`src/common/adc_cfg_pkg.sv`:
```
/*
 Constants for the converter configuration and status register slice.
 Assumes an external serial control port engine presents byte-wide register
 read and write strobes in the ref_clk domain.
*/
// Behaviour
// - Read-only 24-bit SYSREF capture position word
// - 16-bit full-scale word, reset 0xA000, all channels
// - Power code resets 0x4B; 0x46 low power
// - Timestamp control bit 0 enables input receiver
// - Timestamp control bit 1 selects PECL mode
// - Reference output on when enable and PLL
package adc_cfg_pkg;
	localparam logic [7:0] ADDR_POS_0 = 8'h2C;
	localparam logic [7:0] ADDR_POS_1 = 8'h2D;
	localparam logic [7:0] ADDR_POS_2 = 8'h2E;
	localparam logic [7:0] ADDR_FS_0 = 8'h30;
	localparam logic [7:0] ADDR_FS_1 = 8'h31;
	localparam logic [7:0] ADDR_POWER = 8'h37;
	localparam logic [7:0] ADDR_TSTAMP = 8'h3B;
	localparam logic [7:0] ADDR_REFOUT = 8'h3C;
	localparam logic [7:0] ADDR_FBDIV_A = 8'h3D;
	localparam logic [15:0] FS_RESET = 16'hA000;
	localparam logic [7:0] POWER_RESET = 8'h4B;
	localparam logic [7:0] POWER_LOW = 8'h46;
	localparam logic [7:0] POWER_HIGH = 8'h4B;
	localparam logic [7:0] TSTAMP_RESET = 8'h00;
	localparam logic [7:0] REFOUT_RESET = 8'h01;
	localparam logic [7:0] FBDIV_A_RESET = 8'h00;
	localparam int TSTAMP_EN_BIT = 0;
	localparam int TSTAMP_PECL_BIT = 1;
	localparam int REFOUT_EN_BIT = 0;
	localparam int POS_WIDTH = 24;
	localparam int FS_WIDTH = 16;
endpackage : adc_cfg_pkg

```
`src/rtl/adc_config_status_regs.sv`:
```
/*
 Configuration and status register slice of the converter.
 Assumes the serial control port decoder supplies one-cycle byte strobes on
 ref_clk; the capture position word comes from the SYSREF detector.
*/
`timescale 1ns/100ps
module adc_config_status_regs
	import adc_cfg_pkg::*;
(
	input wire logic ref_clk,
	input wire logic reset,
	input wire logic clk_en,
	input wire logic reg_wr,
	input wire logic reg_rd,
	input wire logic [7:0] reg_addr,
	input wire logic [7:0] reg_wdata,
	output logic [7:0] reg_rdata,
	output logic reg_rvalid,
	input wire logic [23:0] sysref_edge_position,
	input wire logic pll_enable,
	output logic [15:0] full_scale_adjust,
	output logic [7:0] power_profile_code,
	output logic power_low_selected,
	output logic timestamp_input_enable,
	output logic timestamp_pecl_mode,
	output logic reference_clock_output_enable,
	output logic [7:0] feedback_divider_a
);

	logic [23:0] pos_s1_reg;
	logic [23:0] pos_s2_reg;
	logic [23:0] pos_s3_reg;
	logic [23:0] pos_hold_reg;
	logic [15:0] fs_reg;
	logic [7:0] power_reg;
	logic [7:0] tstamp_reg;
	logic [7:0] refout_reg;
	logic [7:0] fbdiv_reg;
	logic pll_s1_reg;
	logic pll_s2_reg;
	logic [7:0] rdata_next;

	// Position word and PLL enable come from other clocking; two-flop them
	always_ff @(posedge ref_clk or posedge reset)
		if (reset)
		begin
			pos_s1_reg <= '0;
			pos_s2_reg <= '0;
			pll_s1_reg <= 1'b0;
			pll_s2_reg <= 1'b0;
		end
		else if (clk_en)
		begin
			pos_s1_reg <= sysref_edge_position;
			pos_s2_reg <= pos_s1_reg;
			pll_s1_reg <= pll_enable;
			pll_s2_reg <= pll_s1_reg;
		end

	// A word caught while it changes could mix bits of two captures;
	// take it only once two samples in a row agree
	always_ff @(posedge ref_clk or posedge reset)
		if (reset)
		begin
			pos_s3_reg <= '0;
			pos_hold_reg <= '0;
		end
		else if (clk_en)
		begin
			pos_s3_reg <= pos_s2_reg;
			if (pos_s2_reg == pos_s3_reg)
				pos_hold_reg <= pos_s3_reg;
		end

	// Writable registers; position addresses decode to nothing here
	always_ff @(posedge ref_clk or posedge reset)
		if (reset)
		begin
			fs_reg <= FS_RESET;
			power_reg <= POWER_RESET;
			tstamp_reg <= TSTAMP_RESET;
			refout_reg <= REFOUT_RESET;
			fbdiv_reg <= FBDIV_A_RESET;
		end
		else if (clk_en && reg_wr)
		begin
			case (reg_addr)
				ADDR_FS_0: fs_reg[7:0] <= reg_wdata;
				ADDR_FS_1: fs_reg[15:8] <= reg_wdata;
				ADDR_POWER: power_reg <= reg_wdata;
				ADDR_TSTAMP: tstamp_reg <= reg_wdata;
				ADDR_REFOUT: refout_reg <= reg_wdata;
				ADDR_FBDIV_A: fbdiv_reg <= reg_wdata;
				default: ;
			endcase
		end

	always_comb
	begin
		rdata_next = 8'h00;
		case (reg_addr)
			ADDR_POS_0: rdata_next = pos_hold_reg[7:0];
			ADDR_POS_1: rdata_next = pos_hold_reg[15:8];
			ADDR_POS_2: rdata_next = pos_hold_reg[23:16];
			ADDR_FS_0: rdata_next = fs_reg[7:0];
			ADDR_FS_1: rdata_next = fs_reg[15:8];
			ADDR_POWER: rdata_next = power_reg;
			ADDR_TSTAMP: rdata_next = tstamp_reg;
			ADDR_REFOUT: rdata_next = refout_reg;
			ADDR_FBDIV_A: rdata_next = fbdiv_reg;
			default: rdata_next = 8'h00;
		endcase
	end

	always_ff @(posedge ref_clk or posedge reset)
		if (reset)
		begin
			reg_rdata <= 8'h00;
			reg_rvalid <= 1'b0;
		end
		else if (clk_en)
		begin
			reg_rvalid <= reg_rd;
			if (reg_rd)
				reg_rdata <= rdata_next;
		end

	// Control outputs, registered from the bank
	always_ff @(posedge ref_clk or posedge reset)
		if (reset)
		begin
			full_scale_adjust <= FS_RESET;
			power_profile_code <= POWER_RESET;
			power_low_selected <= 1'b0;
			timestamp_input_enable <= 1'b0;
			timestamp_pecl_mode <= 1'b0;
			reference_clock_output_enable <= 1'b0;
			feedback_divider_a <= FBDIV_A_RESET;
		end
		else if (clk_en)
		begin
			full_scale_adjust <= fs_reg;
			power_profile_code <= power_reg;
			power_low_selected <= (power_reg == POWER_LOW);
			timestamp_input_enable <= tstamp_reg[TSTAMP_EN_BIT];
			timestamp_pecl_mode <= tstamp_reg[TSTAMP_PECL_BIT];
			reference_clock_output_enable <= refout_reg[REFOUT_EN_BIT] & pll_s2_reg;
			feedback_divider_a <= fbdiv_reg;
		end

	// A byte write reaches its control output one enabled edge after the write edge
	AST_FS_FOLLOWS: assert property (@(posedge ref_clk) disable iff (reset)
		clk_en && reg_wr && reg_addr == ADDR_FS_1 ##1 clk_en |=> full_scale_adjust[15:8] == $past(reg_wdata, 2))
		else $error("full scale high byte not applied");

	AST_FS_LOW: assert property (@(posedge ref_clk) disable iff (reset)
		clk_en && reg_wr && reg_addr == ADDR_FS_0 ##1 clk_en |=> full_scale_adjust[7:0] == $past(reg_wdata, 2))
		else $error("full scale low byte not applied");

	AST_FS_RESET: assert property (@(posedge ref_clk) disable iff (reset)
		$fell(reset) |-> full_scale_adjust == FS_RESET)
		else $error("full scale word not at its default after reset");

	AST_POWER_CODE: assert property (@(posedge ref_clk) disable iff (reset)
		clk_en && reg_wr && reg_addr == ADDR_POWER ##1 clk_en |=> power_profile_code == $past(reg_wdata, 2))
		else $error("power code not applied");

	AST_POWER_LOW: assert property (@(posedge ref_clk) disable iff (reset)
		clk_en |=> power_low_selected == ($past(power_reg) == POWER_LOW))
		else $error("low power flag wrong");

	AST_POWER_RESET: assert property (@(posedge ref_clk) disable iff (reset)
		$fell(reset) |-> power_profile_code == POWER_RESET && !power_low_selected)
		else $error("power code not at its default after reset");

	AST_POWER_HOLD: assert property (@(posedge ref_clk) disable iff (reset)
		!(reg_wr && reg_addr == ADDR_POWER) |=> $stable(power_reg))
		else $error("power code changed without write");

	AST_TS_EN: assert property (@(posedge ref_clk) disable iff (reset)
		clk_en && reg_wr && reg_addr == ADDR_TSTAMP ##1 clk_en
		|=> timestamp_input_enable == $past(reg_wdata[TSTAMP_EN_BIT], 2))
		else $error("timestamp enable not applied");

	AST_TS_PECL: assert property (@(posedge ref_clk) disable iff (reset)
		clk_en && reg_wr && reg_addr == ADDR_TSTAMP ##1 clk_en
		|=> timestamp_pecl_mode == $past(reg_wdata[TSTAMP_PECL_BIT], 2))
		else $error("timestamp pecl mode not applied");

	AST_TS_RESET: assert property (@(posedge ref_clk) disable iff (reset)
		$fell(reset) |-> !timestamp_input_enable && !timestamp_pecl_mode)
		else $error("timestamp controls not cleared by reset");

	// Output follows the enable bit and the synchronised PLL enable together
	AST_REFOUT: assert property (@(posedge ref_clk) disable iff (reset)
		clk_en |=> reference_clock_output_enable == ($past(pll_s2_reg) && $past(refout_reg[REFOUT_EN_BIT])))
		else $error("reference output does not follow its enables");

	AST_REFOUT_RESET: assert property (@(posedge ref_clk) disable iff (reset)
		$fell(reset) |-> refout_reg[REFOUT_EN_BIT])
		else $error("reference output enable not set after reset");

	AST_POS_RO: assert property (@(posedge ref_clk) disable iff (reset)
		reg_wr && (reg_addr == ADDR_POS_0 || reg_addr == ADDR_POS_1 || reg_addr == ADDR_POS_2)
		|=> $stable(fs_reg) && $stable(power_reg) && $stable(tstamp_reg)
		&& $stable(refout_reg) && $stable(fbdiv_reg))
		else $error("position write changed state");

	AST_POS_READ: assert property (@(posedge ref_clk) disable iff (reset)
		clk_en && reg_rd && reg_addr == ADDR_POS_2 |=> reg_rvalid && reg_rdata == $past(pos_hold_reg[23:16]))
		else $error("position high byte read wrong");

	AST_POS_READ_LOW: assert property (@(posedge ref_clk) disable iff (reset)
		clk_en && reg_rd && reg_addr == ADDR_POS_0 |=> reg_rvalid && reg_rdata == $past(pos_hold_reg[7:0]))
		else $error("position low byte read wrong");

	AST_POS_FILTER: assert property (@(posedge ref_clk) disable iff (reset)
		clk_en && pos_s2_reg != pos_s3_reg |=> $stable(pos_hold_reg))
		else $error("position word taken while still changing");

	// Main scenarios worth seeing at least once
	COV_LOW: cover property (@(posedge ref_clk) disable iff (reset) power_low_selected);
	COV_REF: cover property (@(posedge ref_clk) disable iff (reset) reference_clock_output_enable);
	COV_POS: cover property (@(posedge ref_clk) disable iff (reset) reg_rvalid && reg_rdata != 8'h00);
	COV_FS_MAX: cover property (@(posedge ref_clk) disable iff (reset) &full_scale_adjust);
	COV_PECL: cover property (@(posedge ref_clk) disable iff (reset) timestamp_pecl_mode && !timestamp_input_enable);

endmodule : adc_config_status_regs

```
`config.mk`:
```
export PLATFORM = sky130hd
export DESIGN_NAME = adc_config_status_regs
export DESIGN_NICKNAME = d
export VERILOG_FILES = /design/src/common/adc_cfg_pkg.sv /design/src/rtl/adc_config_status_regs.sv
export SDC_FILE = /design/constraint.sdc
export NUM_CORES = 1
export LEC_CHECK = 0
export BUFFER_PORTS_ARGS = -buffer_cell sky130_fd_sc_hd__buf_4
export CORE_MARGIN = 2
export CORE_UTILIZATION = 30
export CTS_BUF_LIST = sky130_fd_sc_hd__clkbuf_16
export CTS_CLUSTER_SIZE = 40
export DETAILED_ROUTE_END_ITERATION = 6
export HOLD_SLACK_MARGIN = 0.1
export SETUP_SLACK_MARGIN = 0.02
export SYNTH_ARGS = -nofsm -noshare
export SYNTH_HDL_FRONTEND = slang
export SYNTH_SLANG_ARGS = --single-unit
```
`constraint.sdc`:
```
create_clock -name ref_clk -period 6.2 [get_ports ref_clk]
set_input_delay 0.31 -clock ref_clk [delete_from_list [all_inputs] [get_ports ref_clk]]
set_output_delay 0.31 -clock ref_clk [all_outputs]
set_load 0.005 [all_outputs]
```
### Word-level counts from Yosys, hierarchy flattened

Index checks and enable logic that the tools add are counted.

| cells by class | value |
|---|---|
| eq/ne operators | 11 |
| multiplexer cells | 1 |
| bitwise operators | 1 |
| reductions and logical operators | 9 |

Operator list:

| operator | number |
|---|---|
| $eq 8x6->1 const B | 9 |
| $pmux 8 s9 | 1 |
| $eq 24x24->1 | 1 |
| $reduce_and 2->1 | 8 |
| $eq 8x7->1 const B | 1 |
| $and 1x1->1 | 1 |
| $logic_and 1x1->1 | 1 |

| word-level totals | value |
|---|---|
| flip-flop bits (word level) | 191 |
| input port bits | 46 |
| word-level logic and storage cells | 43 |

### Longest topological paths before layout

Gate-level depths: netlist of the first run.

| depth | value |
|---|---|
| word-level depth | 2 |
| depth in mapped cells | 7 |

### Least setup slack after synthesis of the first run

OpenSTA, ideal clock, no wires.

| timing path | value |
|---|---|
| path type | input port to flip-flop |
| start point | in reg_addr[7] |
| end point | reg fs_reg[10] |
| data arrival time | 1.930 ns |
| required time | 6.075 ns |
| setup slack | 4.145 ns |
| stages on the path | 5 |
| buffers on the path | 1 |
| cell sequence | or3b_1 > or3_1 > buf_6 > nor4_4 > mux2_2 |

| on the way | value |
|---|---|
| cells in the longest elaborated chain, start to end | 2 |

Ends and longest elaborated chain:

| item | line | source |
|---|---|---|
| start: declaration | adc_config_status_regs.sv:15 | `input wire logic [7:0] reg_addr,` |
| $eq 8x6->1 | adc_config_status_regs.sv:87 | `case (reg_addr)` |
| $reduce_and 2->1 (no line) | -- |  |
| end signal: assignment | adc_config_status_regs.sv:89 | `ADDR_FS_1: fs_reg[15:8] <= reg_wdata;` |
| end: declaration | adc_config_status_regs.sv:34 | `logic [15:0] fs_reg;` |

No other way between the ends.
A chain may end at the register's enable or synchronous reset.

### Final worst setup path of the first run

| timing path | value |
|---|---|
| start point | in clk_en |
| end point | reg fbdiv_reg[0] |

| on the way | value |
|---|---|
| cells in the longest elaborated chain, start to end | 2 |

Ends and longest elaborated chain:

| item | line | source |
|---|---|---|
| start: declaration | adc_config_status_regs.sv:12 | `input wire logic clk_en,` |
| $logic_and 1x1->1 | adc_config_status_regs.sv:85 | `else if (clk_en && reg_wr)` |
| $reduce_and 2->1 (no line) | -- |  |
| end signal: assignment | adc_config_status_regs.sv:93 | `ADDR_FBDIV_A: fbdiv_reg <= reg_wdata;` |
| end: declaration | adc_config_status_regs.sv:38 | `logic [7:0] fbdiv_reg;` |

No other way between the ends.

==> flow_metrics.tcl, run 1 <==
set metrics [dict create \
    grt_max_degree 123 \
    combPwrFrac_pct 9.5 \
    fmax_mhz 431.6 \
    htree_levels 4 \
    synth_edf_count 0 \
    startpoint_type "primary input" \
    rows 60 \
    layout_common_cells "mux2_2, dfrtp_1, buf_4" \
    final_nets 732 \
    layout.cells.non_filler 1040 \
    antenna_found_initial 0 \
    ant_nets 0 \
    p_switching_uw 733.8 \
    drc 0 \
    skew_ns 0.01883 \
    pre_cts_ws_ns 3.443 \
    grt_usage_pct 13.73 \
    muxShareOfSynthArea_pct 25.43 \
    synthArstFlopShare_pct 100.0 \
    n_antenna_cell 0 \
    ys_types 43 \
    path_max_fanout 80 \
    synth_flop_cell "dfrtp_1" \
    path_delay_family "simple AND/OR/NAND/NOR gates" \
    clockRootBuffer "clkbuf_16" \
    netlist_instances 579 \
    slew_viol_final 0 \
    synth_compound_area_share_pct 5.558 \
    p_int_mw 2.069 \
    rsz0062_at_grt "false" \
    synthTopCellsByArea "dfrtp_1, mux2_2, dfstp_2" \
    core_sq_um 26800 \
    finalCritPeriodShare_pct 37.37 \
    cts_sinks 191 \
    die_y_microns 168.6 \
    dieArea_sq_um 28420 \
    synthAdderAreaFrac_pct 0 \
    syn_nets 625 \
    portBuffers 90 \
    wirelength_mm 18.78 \
    p_seq_share_pct 50.4 \
    place_hpwl_mm 12.96 \
    path_clk_slew_ns 0.07 \
    holdCritPathClass "primary input to register" \
    maxCapViolations 0 \
    crit_type "primary input to register" \
    ys_seq_elements 191 \
    gp_congestion 0.8751 \
    p_per_area_nw_per_um2 280.2 \
    vias 5121 \
    gr-total-overflow 0 \
    maxSlewHeadroom_pct 31.51 \
    cp.arrival_ns 2.63 \
    cp.required_ns 6.51 \
    placed_cell_area_sq_um 9139 \
    cp_num_buf_inv 1 \
    clock_path_buffers 2 \
    fillers 2586 \
    synth_top_family_by_area "multiplexers" \
    clkLatencyLatePin_ns 0.44 \
    yosysSeqAreaShare_pct 59.01 \
    dr.pass1.iters 6 \
    yosysWarnings 0 \
    fin_ws_ns 3.883 \
    total_power_mw 2.803 \
    grt_pass1_vias 5081 \
    p_clk_share_pct 40.1 \
    setup_viol 0 \
    post_synth.cell_area_avg_sq_um 14.04 \
    cts_buffers 17 \
    multi_input_area_sq_um 3192 \
    die_w_microns 168.6 \
    avgViaCountPerCell 4.924 \
    cp-end-kind "register" \
    timing.hold.ws_ns 0.1310 \
    dr.first_iter.drc_count 403 \
    crit_chain "buf_4 > nand2_1 > nor4_4 > mux2_2" \
    peakVddDrop_mv 0.1541 \
    finalHoldViolCount 0 \
    synthXorXnorAreaFrac_pct 2.694 \
    initial_utilization_pct 30.32 \
    area_growth_pct 23.08 \
    final_common_cell "mux2_2" \
    worstMarginPinSlew_ns 1.027 \
    synthSimpleGateAreaFrac_pct 5.589 \
    place_inst 983 \
    cts_tree "yes" \
    fin_setup_tns_ns 0 \
    final-seq-area_sq_um 4796 \
    max_stage_delay_ns 0.72 \
    fin_util_pct 37.32 \
    pin_count 91 \
    cp_slowest_cell "buf_4" \
    p_sw_share_pct 26.18 \
    post_drt_wl_per_cell_microns 18.06 \
    period_minus_slack_ns 2.317 \
    drive_gt1_share_pct 46.64 \
    grt_pass1_wl_mm 30.09 \
    final_area_sq_um 10000 \
    syn_area_sq_um 8127 \
    leakagePower_nw 4.517 \
    status "finished, final reports clean" \
    synth.largest_area_cell "dfrtp_1" \
    yosysTopAreaCellShare_pct 54.81 \
]
-- cells in the mapped netlist (all sizes together), types with 2 or more instances --
| cell type | number |
|---|---|
| a211oi | 2 |
| a221oi | 6 |
| a22o | 5 |
| a22oi | 20 |
| a311oi | 3 |
| and2 | 2 |
| and3 | 2 |
| buf | 2 |
| clkbuf | 28 |
| dfrtp | 178 |
| dfstp | 13 |
| inv | 5 |
| mux2 | 180 |
| mux2i | 4 |
| nand2 | 27 |
| nand3 | 8 |
| nand4 | 5 |
| nor2 | 12 |
| nor2b | 4 |
| nor3 | 5 |
| nor3b | 2 |
| nor4 | 6 |
| o21ai | 16 |
| o22ai | 7 |
| or3 | 2 |
| xnor2 | 13 |
| xor2 | 12 |
-- final timing paths --
check / startpoint / end / slack, ns / depth (start not counted)
min in group asynchronous: reset / pos_s1_reg[23]$_DFFE_PP0P_ / 0.56 / 3
worst min register to register: pll_s1_reg$_DFFE_PP0P_ / pll_s1_reg$_DFFE_PP0P_ / 0.50 / 1
worst min-delay path: sysref_edge_position[16] / pos_s1_reg[16]$_DFFE_PP0P_ / 0.13 / 2
worst max register to register: pos_s3_reg[6]$_DFFE_PP0P_ / pos_hold_reg[5]$_DFFE_PP0P_ / 4.25 / 6
worst max-delay path: clk_en / fbdiv_reg[0]$_DFFE_PP0P_ / 3.88 / 4
max in group asynchronous: reset / fbdiv_reg[6]$_DFFE_PP0P_ / 4.12 / 4
-- logic make-up after synthesis --
kind of cell,Yosys count
xor+xnor,25
buf+inv,35
flops,191
simple gates,80
compound gates,64
mux,184
-- layer usage --
metal	vias up	wire length, microns	GRT usage, %
met4	0	159	3.336
met3	16	1101	3.554
met2	175	8657	21.15
met1	2609	8866	19.41
met5	-	0	0
li1	2321	-	-
-- final cells by class --
| type | instances | share of cell area [%] |
|---|---|---|
| Inverter | 5 | 0.2627 |
| Clock inverter | 15 | 1.876 |
| Timing Repair Buffer | 118 | 9.482 |
| Tap cell | 341 | 4.266 |
| Sequential cell | 191 | 47.95 |
| Multi-Input combinational cell | 353 | 31.91 |
| Clock buffer | 17 | 4.253 |
-- power by group through the flow --
stage          Sequential (mW)  Combinational, mW  Clock [mW]
6_report                  1.41              0.267        1.12
3_3_place_gp              1.43              0.255           0
3_5_place_dp              1.44              0.259           0
2_1_floorplan             1.41              0.184           0
4_1_cts                   1.41              0.273        1.16
5_1_grt                   1.43              0.296        1.21
-- timing repair --
item,in CTS,in global routing
endpoints found under the hold margin,30,0
buffers inserted,0,0
setup endpoints to repair,0,0
gates resized for setup,0,0
hold buffers,25,0
(Power assumes the default switching activity.)
==> run 2, diff against run 1 <==
ABC_AREA = 1   (was not set)
clock period = 2.3 ns   (was 6.2 ns; I/O delays follow)
==> flow_metrics.tcl, run 2 <==
set metrics [dict create \
    status "finished, final reports clean" \
    cp.arrival_ns 2.14 \
    clock_path_buffers 2 \
    clkLatencyLatePin_ns 0.44 \
    grt_pass1_wl_mm 34.17 \
    cp_num_buf_inv 1 \
    fmax_mhz 566.8 \
    synth_most_common_cell "nand2_1" \
    synth_flop_cell "dfrtp_1" \
    reg2reg_from "pos_s3_reg[16]$_DFFE_PP0P_" \
    antenna_found_initial 0 \
    die_y_microns 172.3 \
    layout.cells.non_filler 1478 \
    yosys-top-cells-count "nand2_1, dfrtp_1, inv_1" \
    core_sq_um 27860 \
    period_minus_slack_ns 1.764 \
    pre_cts_ws_ns 0.5532 \
    place_hpwl_mm 14.87 \
    final_common_cell "nand2_1" \
    post_synth.cell_area_avg_sq_um 8.765 \
    dieArea_sq_um 29670 \
    path_delay_family "simple AND/OR/NAND/NOR gates" \
    avgViaCountPerCell 4.426 \
    ant_nets 0 \
    grt_pass1_vias 6469 \
    fillers 2892 \
    rsz0062_at_grt "false" \
    setup_viol 0 \
    met2_usage_pct 24.53 \
    dr.first_iter.drc_count 466 \
    synth_edf_count 0 \
    cts_sinks 191 \
    drc 0 \
    cts_resized 0 \
    grt.met3_usage_pct 2.747 \
    n_antenna_cell 0 \
    yosysSeqAreaShare_pct 56.47 \
    reg2regPathDepth 10 \
    vias 6541 \
    cts_tree "yes" \
    maxSlewHeadroom_pct 53.67 \
    htree_levels 4 \
    dr.pass1.iters 4 \
    fin_ws_ns 0.5357 \
    holdCritPathClass "primary input to register" \
    netlist_instances 969 \
    cp-end-kind "register" \
    worstMarginPinSlew_ns 0.6924 \
    crit_top_cell "nand2_1" \
    rows 61 \
    gr-total-overflow 0 \
    max_stage_delay_ns 0.46 \
    path_clk_slew_ns 0.07 \
    layout_common_cells "nand2_1, dfrtp_1, inv_1" \
    synthTopCellsByArea "dfrtp_1, nand2_1, mux2_2" \
    cp_num_cells 10 \
    slew_viol_final 0 \
    drive_gt1_share_pct 18.09 \
    gp_congestion 0.8689 \
    yosysWarnings 0 \
    syn_nets 1015 \
    cp.required_ns 2.68 \
    wirelength_mm 20.91 \
    rrSetupSlack_ns 0.54 \
    finalHoldViolCount 0 \
    pin_count 91 \
    ys_types 24 \
    cts_buffers 17 \
    r2r_end "pos_hold_reg[9]$_DFFE_PP0P_" \
    syn_area_sq_um 8493 \
    area_growth_pct 23.44 \
    synthArstFlopShare_pct 100.0 \
    yosysTopAreaCellShare_pct 52.45 \
    grt_max_degree 144 \
    leakagePower_nw 5.144 \
    clockRootBuffer "clkbuf_16" \
    peakVddDrop_mv 0.4378 \
    path_max_fanout 24 \
    finalCritPeriodShare_pct 76.71 \
    crit_type "register to register" \
    p_per_area_nw_per_um2 702.7 \
    cts_setup_buffers 0 \
    cp_slowest_cell "nor2_4" \
    crit_path_start "pos_s3_reg[16]$_DFFE_PP0P_" \
    grt_usage_pct 14.96 \
    critPathCapture "pos_hold_reg[9]$_DFFE_PP0P_" \
    crit_chain "inv_1 > nand2_1 > nand2_1 > nor2_1 > nand2_1 > nor2_1 > nand2_1 > nor2_4 > nand2_1 > nand2_1" \
    total_power_mw 7.367 \
    top_usage_layer "met2" \
    post_drt_wl_per_cell_microns 14.15 \
    startpoint_type "register" \
    place_inst 1411 \
    grt_use_met1_pct 20.30 \
    synth.largest_area_cell "dfrtp_1" \
    skew_ns 0.01020 \
    ys_seq_elements 191 \
    die_w_microns 172.3 \
    maxCapViolations 0 \
    final_nets 1133 \
    portBuffers 90 \
    initial_utilization_pct 30.49 \
]
run 2: cell types whose count changed after synthesis, moves of 20 or more:
cell      delta
nor2_1      +53
a22oi_1     -20
nand2_1    +286
mux2_2     -140
o21ai_0     +72
clkbuf_1    -21
nand3_1     +64
a21oi_1     +20
buf_2       +20
inv_1      +101
run 2: cell families (layout without fill, tap and decap cells):
group	count (synthesis)	in the layout	synth area share, %
simple gates	467	467	23.14
flops	191	191	56.47
buf+inv	147	278	7.410
compound gates	123	123	7.572
mux	40	40	5.303
xor+xnor	1	1	0.1031
run 2: stage by stage:
step                utilization, %  area [sq um]  hold WS (ns)  TNS, ns
floorplan                        -          8497        0.2140   -47.50
global placement             34.38          9578        0.1621        0
detailed placement           34.38          9578        0.1638        0
CTS                          37.63         10480        0.1444        0
global route                 37.63         10480        0.1608        0
finish                       37.63         10480        0.1400        0
run 2: routing by layer:
metal | up-vias | share of wire, %
met4 | 0 | 1.5
met1 | 3092 | 47
met5 | - | 0
met2 | 132 | 48
li1 | 3297 | -
met3 | 20 | 3.9
run 2: timing repair:
| action | in CTS | in global routing |
|---|---|---|
| endpoints found under the setup margin | 0 | 0 |
| hold buffers | 35 | 0 |
| hold endpoints to repair | 145 | 0 |
run 2: worst min-delay path, stage by stage:
cell and delay, ns:
buf_4 0.08, nand2_1 0.19, o21ai_0 0.15
run 2: how the worst min path moves through the flow:
stage / slack, ns / depth (start not counted) / to / from
floorplan: 0.21 / 2 / power_reg[1]$_DFFE_PP1P_ / reg_wdata[1]
global placement: 0.16 / 2 / pos_s2_reg[2]$_DFFE_PP0P_ / reset
detailed placement: 0.16 / 2 / pos_s3_reg[2]$_DFFE_PP0P_ / reset
CTS: 0.14 / 4 / reg_rdata[2]$_DFFE_PP0P_ / reg_rd
global route: 0.16 / 3 / reg_rvalid$_DFFE_PP0P_ / reg_rd
finish: 0.14 / 3 / reg_rvalid$_DFFE_PP0P_ / reg_rd
run 2: cell type report:
class                      instances  area, sq um  area share (%)
tap                              378        473.0           4.511
clock buffer                      17        425.4           4.058
clock inverter                    15        130.1           1.241
inverter                         108        409.1           3.903
sequential                       191         4796           45.75
multi-input combinational        631         3073           29.31
timing repair buffer             138         1177           11.23
run 2: power by group:
| group | internal, mW | switching (mW) |
|---|---|---|
| combinational | 0.332 | 0.433 |
| clock | 1.58 | 1.29 |
| sequential | 3.58 | 0.155 |
==> run 3, diff against run 2 <==
ABC_AREA = 0   (was 1)
clock period = 1.6 ns   (was 2.3 ns; I/O delays follow)
==> flow_metrics.tcl, run 3 (same netlist as run 1, synthesis figures left out) <==
set metrics [dict create \
    status "finished with violations" \
    violations "setup timing" \
    max_stage_delay_ns 0.41 \
    reg2regPathDepth 7 \
    path_max_fanout 9 \
    dieArea_sq_um 28420 \
    final_nets 820 \
    cp.required_ns 1.91 \
    r2r_end "pos_hold_reg[10]$_DFFE_PP0P_" \
    final_area_sq_um 10830 \
    die_y_microns 168.6 \
    maxSlewHeadroom_pct 53.75 \
    holdCritPathClass "primary input to register" \
    final_common_cell "dfrtp_1" \
    post_drt_wl_per_cell_microns 17.16 \
    grt_pass1_vias 5428 \
    worstMarginPinSlew_ns 0.6938 \
    rsz0062_at_grt "true" \
    rrSetupSlack_ns -0.32 \
    fin_util_pct 40.40 \
    reg2reg_from "pos_s3_reg[20]$_DFFE_PP0P_" \
    pre_cts_ws_ns -0.3695 \
    skew_ns 0.008239 \
    gr-total-overflow 0 \
    clockRootBuffer "clkbuf_16" \
    grt_pass1_wl_mm 30.99 \
    min_to "reg_rdata[5]$_DFFE_PP0P_" \
    vias 5281 \
    clkLatencyLatePin_ns 0.43 \
    layout_common_cells "dfrtp_1, buf_4, mux2_2" \
    cp.arrival_ns 2.23 \
    cp-end-kind "register" \
    cts_sinks 191 \
    slew_viol_final 0 \
    grt_max_degree 85 \
    cts_buffers 17 \
    place_inst 1062 \
    cp_slowest_cell "dfrtp_1" \
    area_growth_pct 33.24 \
    dr.first_iter.drc_count 243 \
    cts_tree "yes" \
    antenna_found_initial 0 \
    place_hpwl_mm 14.28 \
    whs_path_depth 4 \
    ant_nets 0 \
    hp-start "reg_rd" \
    fin_setup_tns_ns -7.498 \
    grt_usage_pct 14.18 \
    fin_ws_ns -0.3227 \
    core_sq_um 26800 \
    die_w_microns 168.6 \
    crit_chain "xnor2_2 > nand4_1 > nor4_2 > buf_4 > nand4_1 > buf_4 > mux2_2" \
    clock_path_buffers 2 \
    drive_gt1_share_pct 51.84 \
    setup_viol 24 \
    finalHoldViolCount 0 \
    rows 60 \
    cts_setup_buffers 0 \
    total_power_mw 11.47 \
    gp_congestion 0.8794 \
    crit_type "register to register" \
    finalCritPeriodShare_pct 120.2 \
    placed_cell_area_sq_um 9823 \
    avgViaCountPerCell 4.682 \
    maxCapViolations 0 \
    dr.pass1.iters 5 \
    drc 0 \
    leakagePower_nw 4.982 \
    timing.hold.ws_ns 0.1796 \
    layout.cells.non_filler 1128 \
    peakVddDrop_mv 0.5275 \
    fmax_mhz 520.1 \
    n_antenna_cell 0 \
    wirelength_mm 19.36 \
    fillers 2525 \
    path_clk_slew_ns 0.07 \
    period_minus_slack_ns 1.923 \
    p_per_area_nw_per_um2 1060 \
    pin_count 91 \
    startpoint_type "register" \
    portBuffers 90 \
    initial_utilization_pct 30.32 \
    htree_levels 4 \
]
## run 3: cell types whose count changed in the layout (fill, tap and decap cells not counted), sizes merged, moves of 6 or more
cell    change
nor2       -59
buf        +69
a221oi      +6
nand2     -288
xor2       +12
nand3      -67
mux2      +140
o21a       -11
a22oi      +20
xnor2      +12
o21ai      -75
a21oi      -20
o22ai       +7
inv       -105
## run 3: critical path, delay by kind of cell (launching register included)
| kind | cells | cell delay (ns) |
|---|---|---|
| and+or+nand+nor | 3 | 0.57 |
| DFF | 1 | 0.41 |
| muxes | 1 | 0.27 |
| buffers and inverters | 2 | 0.37 |
| xor gates and xnor gates | 1 | 0.18 |
## run 3: power by group
group	switching (mW)	internal (mW)	total, mW
combinational	0.603	0.858	1.46
sequential	0.243	5.18	5.42
clock	1.83	2.77	4.59
total	2.67	8.80	11.5
## run 3: what timing repair did
item,in CTS,in global routing
gates resized for setup,2,2
pin swaps,1,1
endpoints found under the hold margin,251,0
setup endpoints to repair,24,24
hold buffers,34,0
## run 3: worst max-delay path by stage
stage | start | to | slack [ns]
after floorplan | reset | fbdiv_reg[0]$_DFFE_PP0P_ | -0.93
after CTS | pos_s3_reg[12]$_DFFE_PP0P_ | pos_hold_reg[4]$_DFFE_PP0P_ | -0.34
after global placement | reg_addr[7] | reg_rdata[6]$_DFFE_PP0P_ | -0.30
after global routing | pos_s3_reg[20]$_DFFE_PP0P_ | pos_hold_reg[2]$_DFFE_PP0P_ | -0.43
final | pos_s3_reg[20]$_DFFE_PP0P_ | pos_hold_reg[10]$_DFFE_PP0P_ | -0.32
after detailed placement | pos_s2_reg[12]$_DFFE_PP0P_ | pos_hold_reg[8]$_DFFE_PP0P_ | -0.37
## run 3: final cells by class
cell class | instances | area [sq um] | area share [%]
Clock buffer | 17 | 425.4 | 3.929
Clock inverter | 15 | 214.0 | 1.976
Inverter | 5 | 22.52 | 0.2080
Multi-Input combinational cell | 353 | 3283 | 30.32
Sequential cell | 191 | 4796 | 44.29
Tap cell | 341 | 426.7 | 3.940
Timing Repair Buffer | 206 | 1660 | 15.33
## run 3: layer usage
metal  share of wire (%)  wire length, microns  GRT usage, %  up-vias
met1                  47                  9155         19.97     2655
met4                0.55                   107         3.036        0
met2                  47                  9164         22.53      111
met5                   0                     0             0        -
met3                 4.8                   933         3.133        7
li1                    -                     -             -     2508
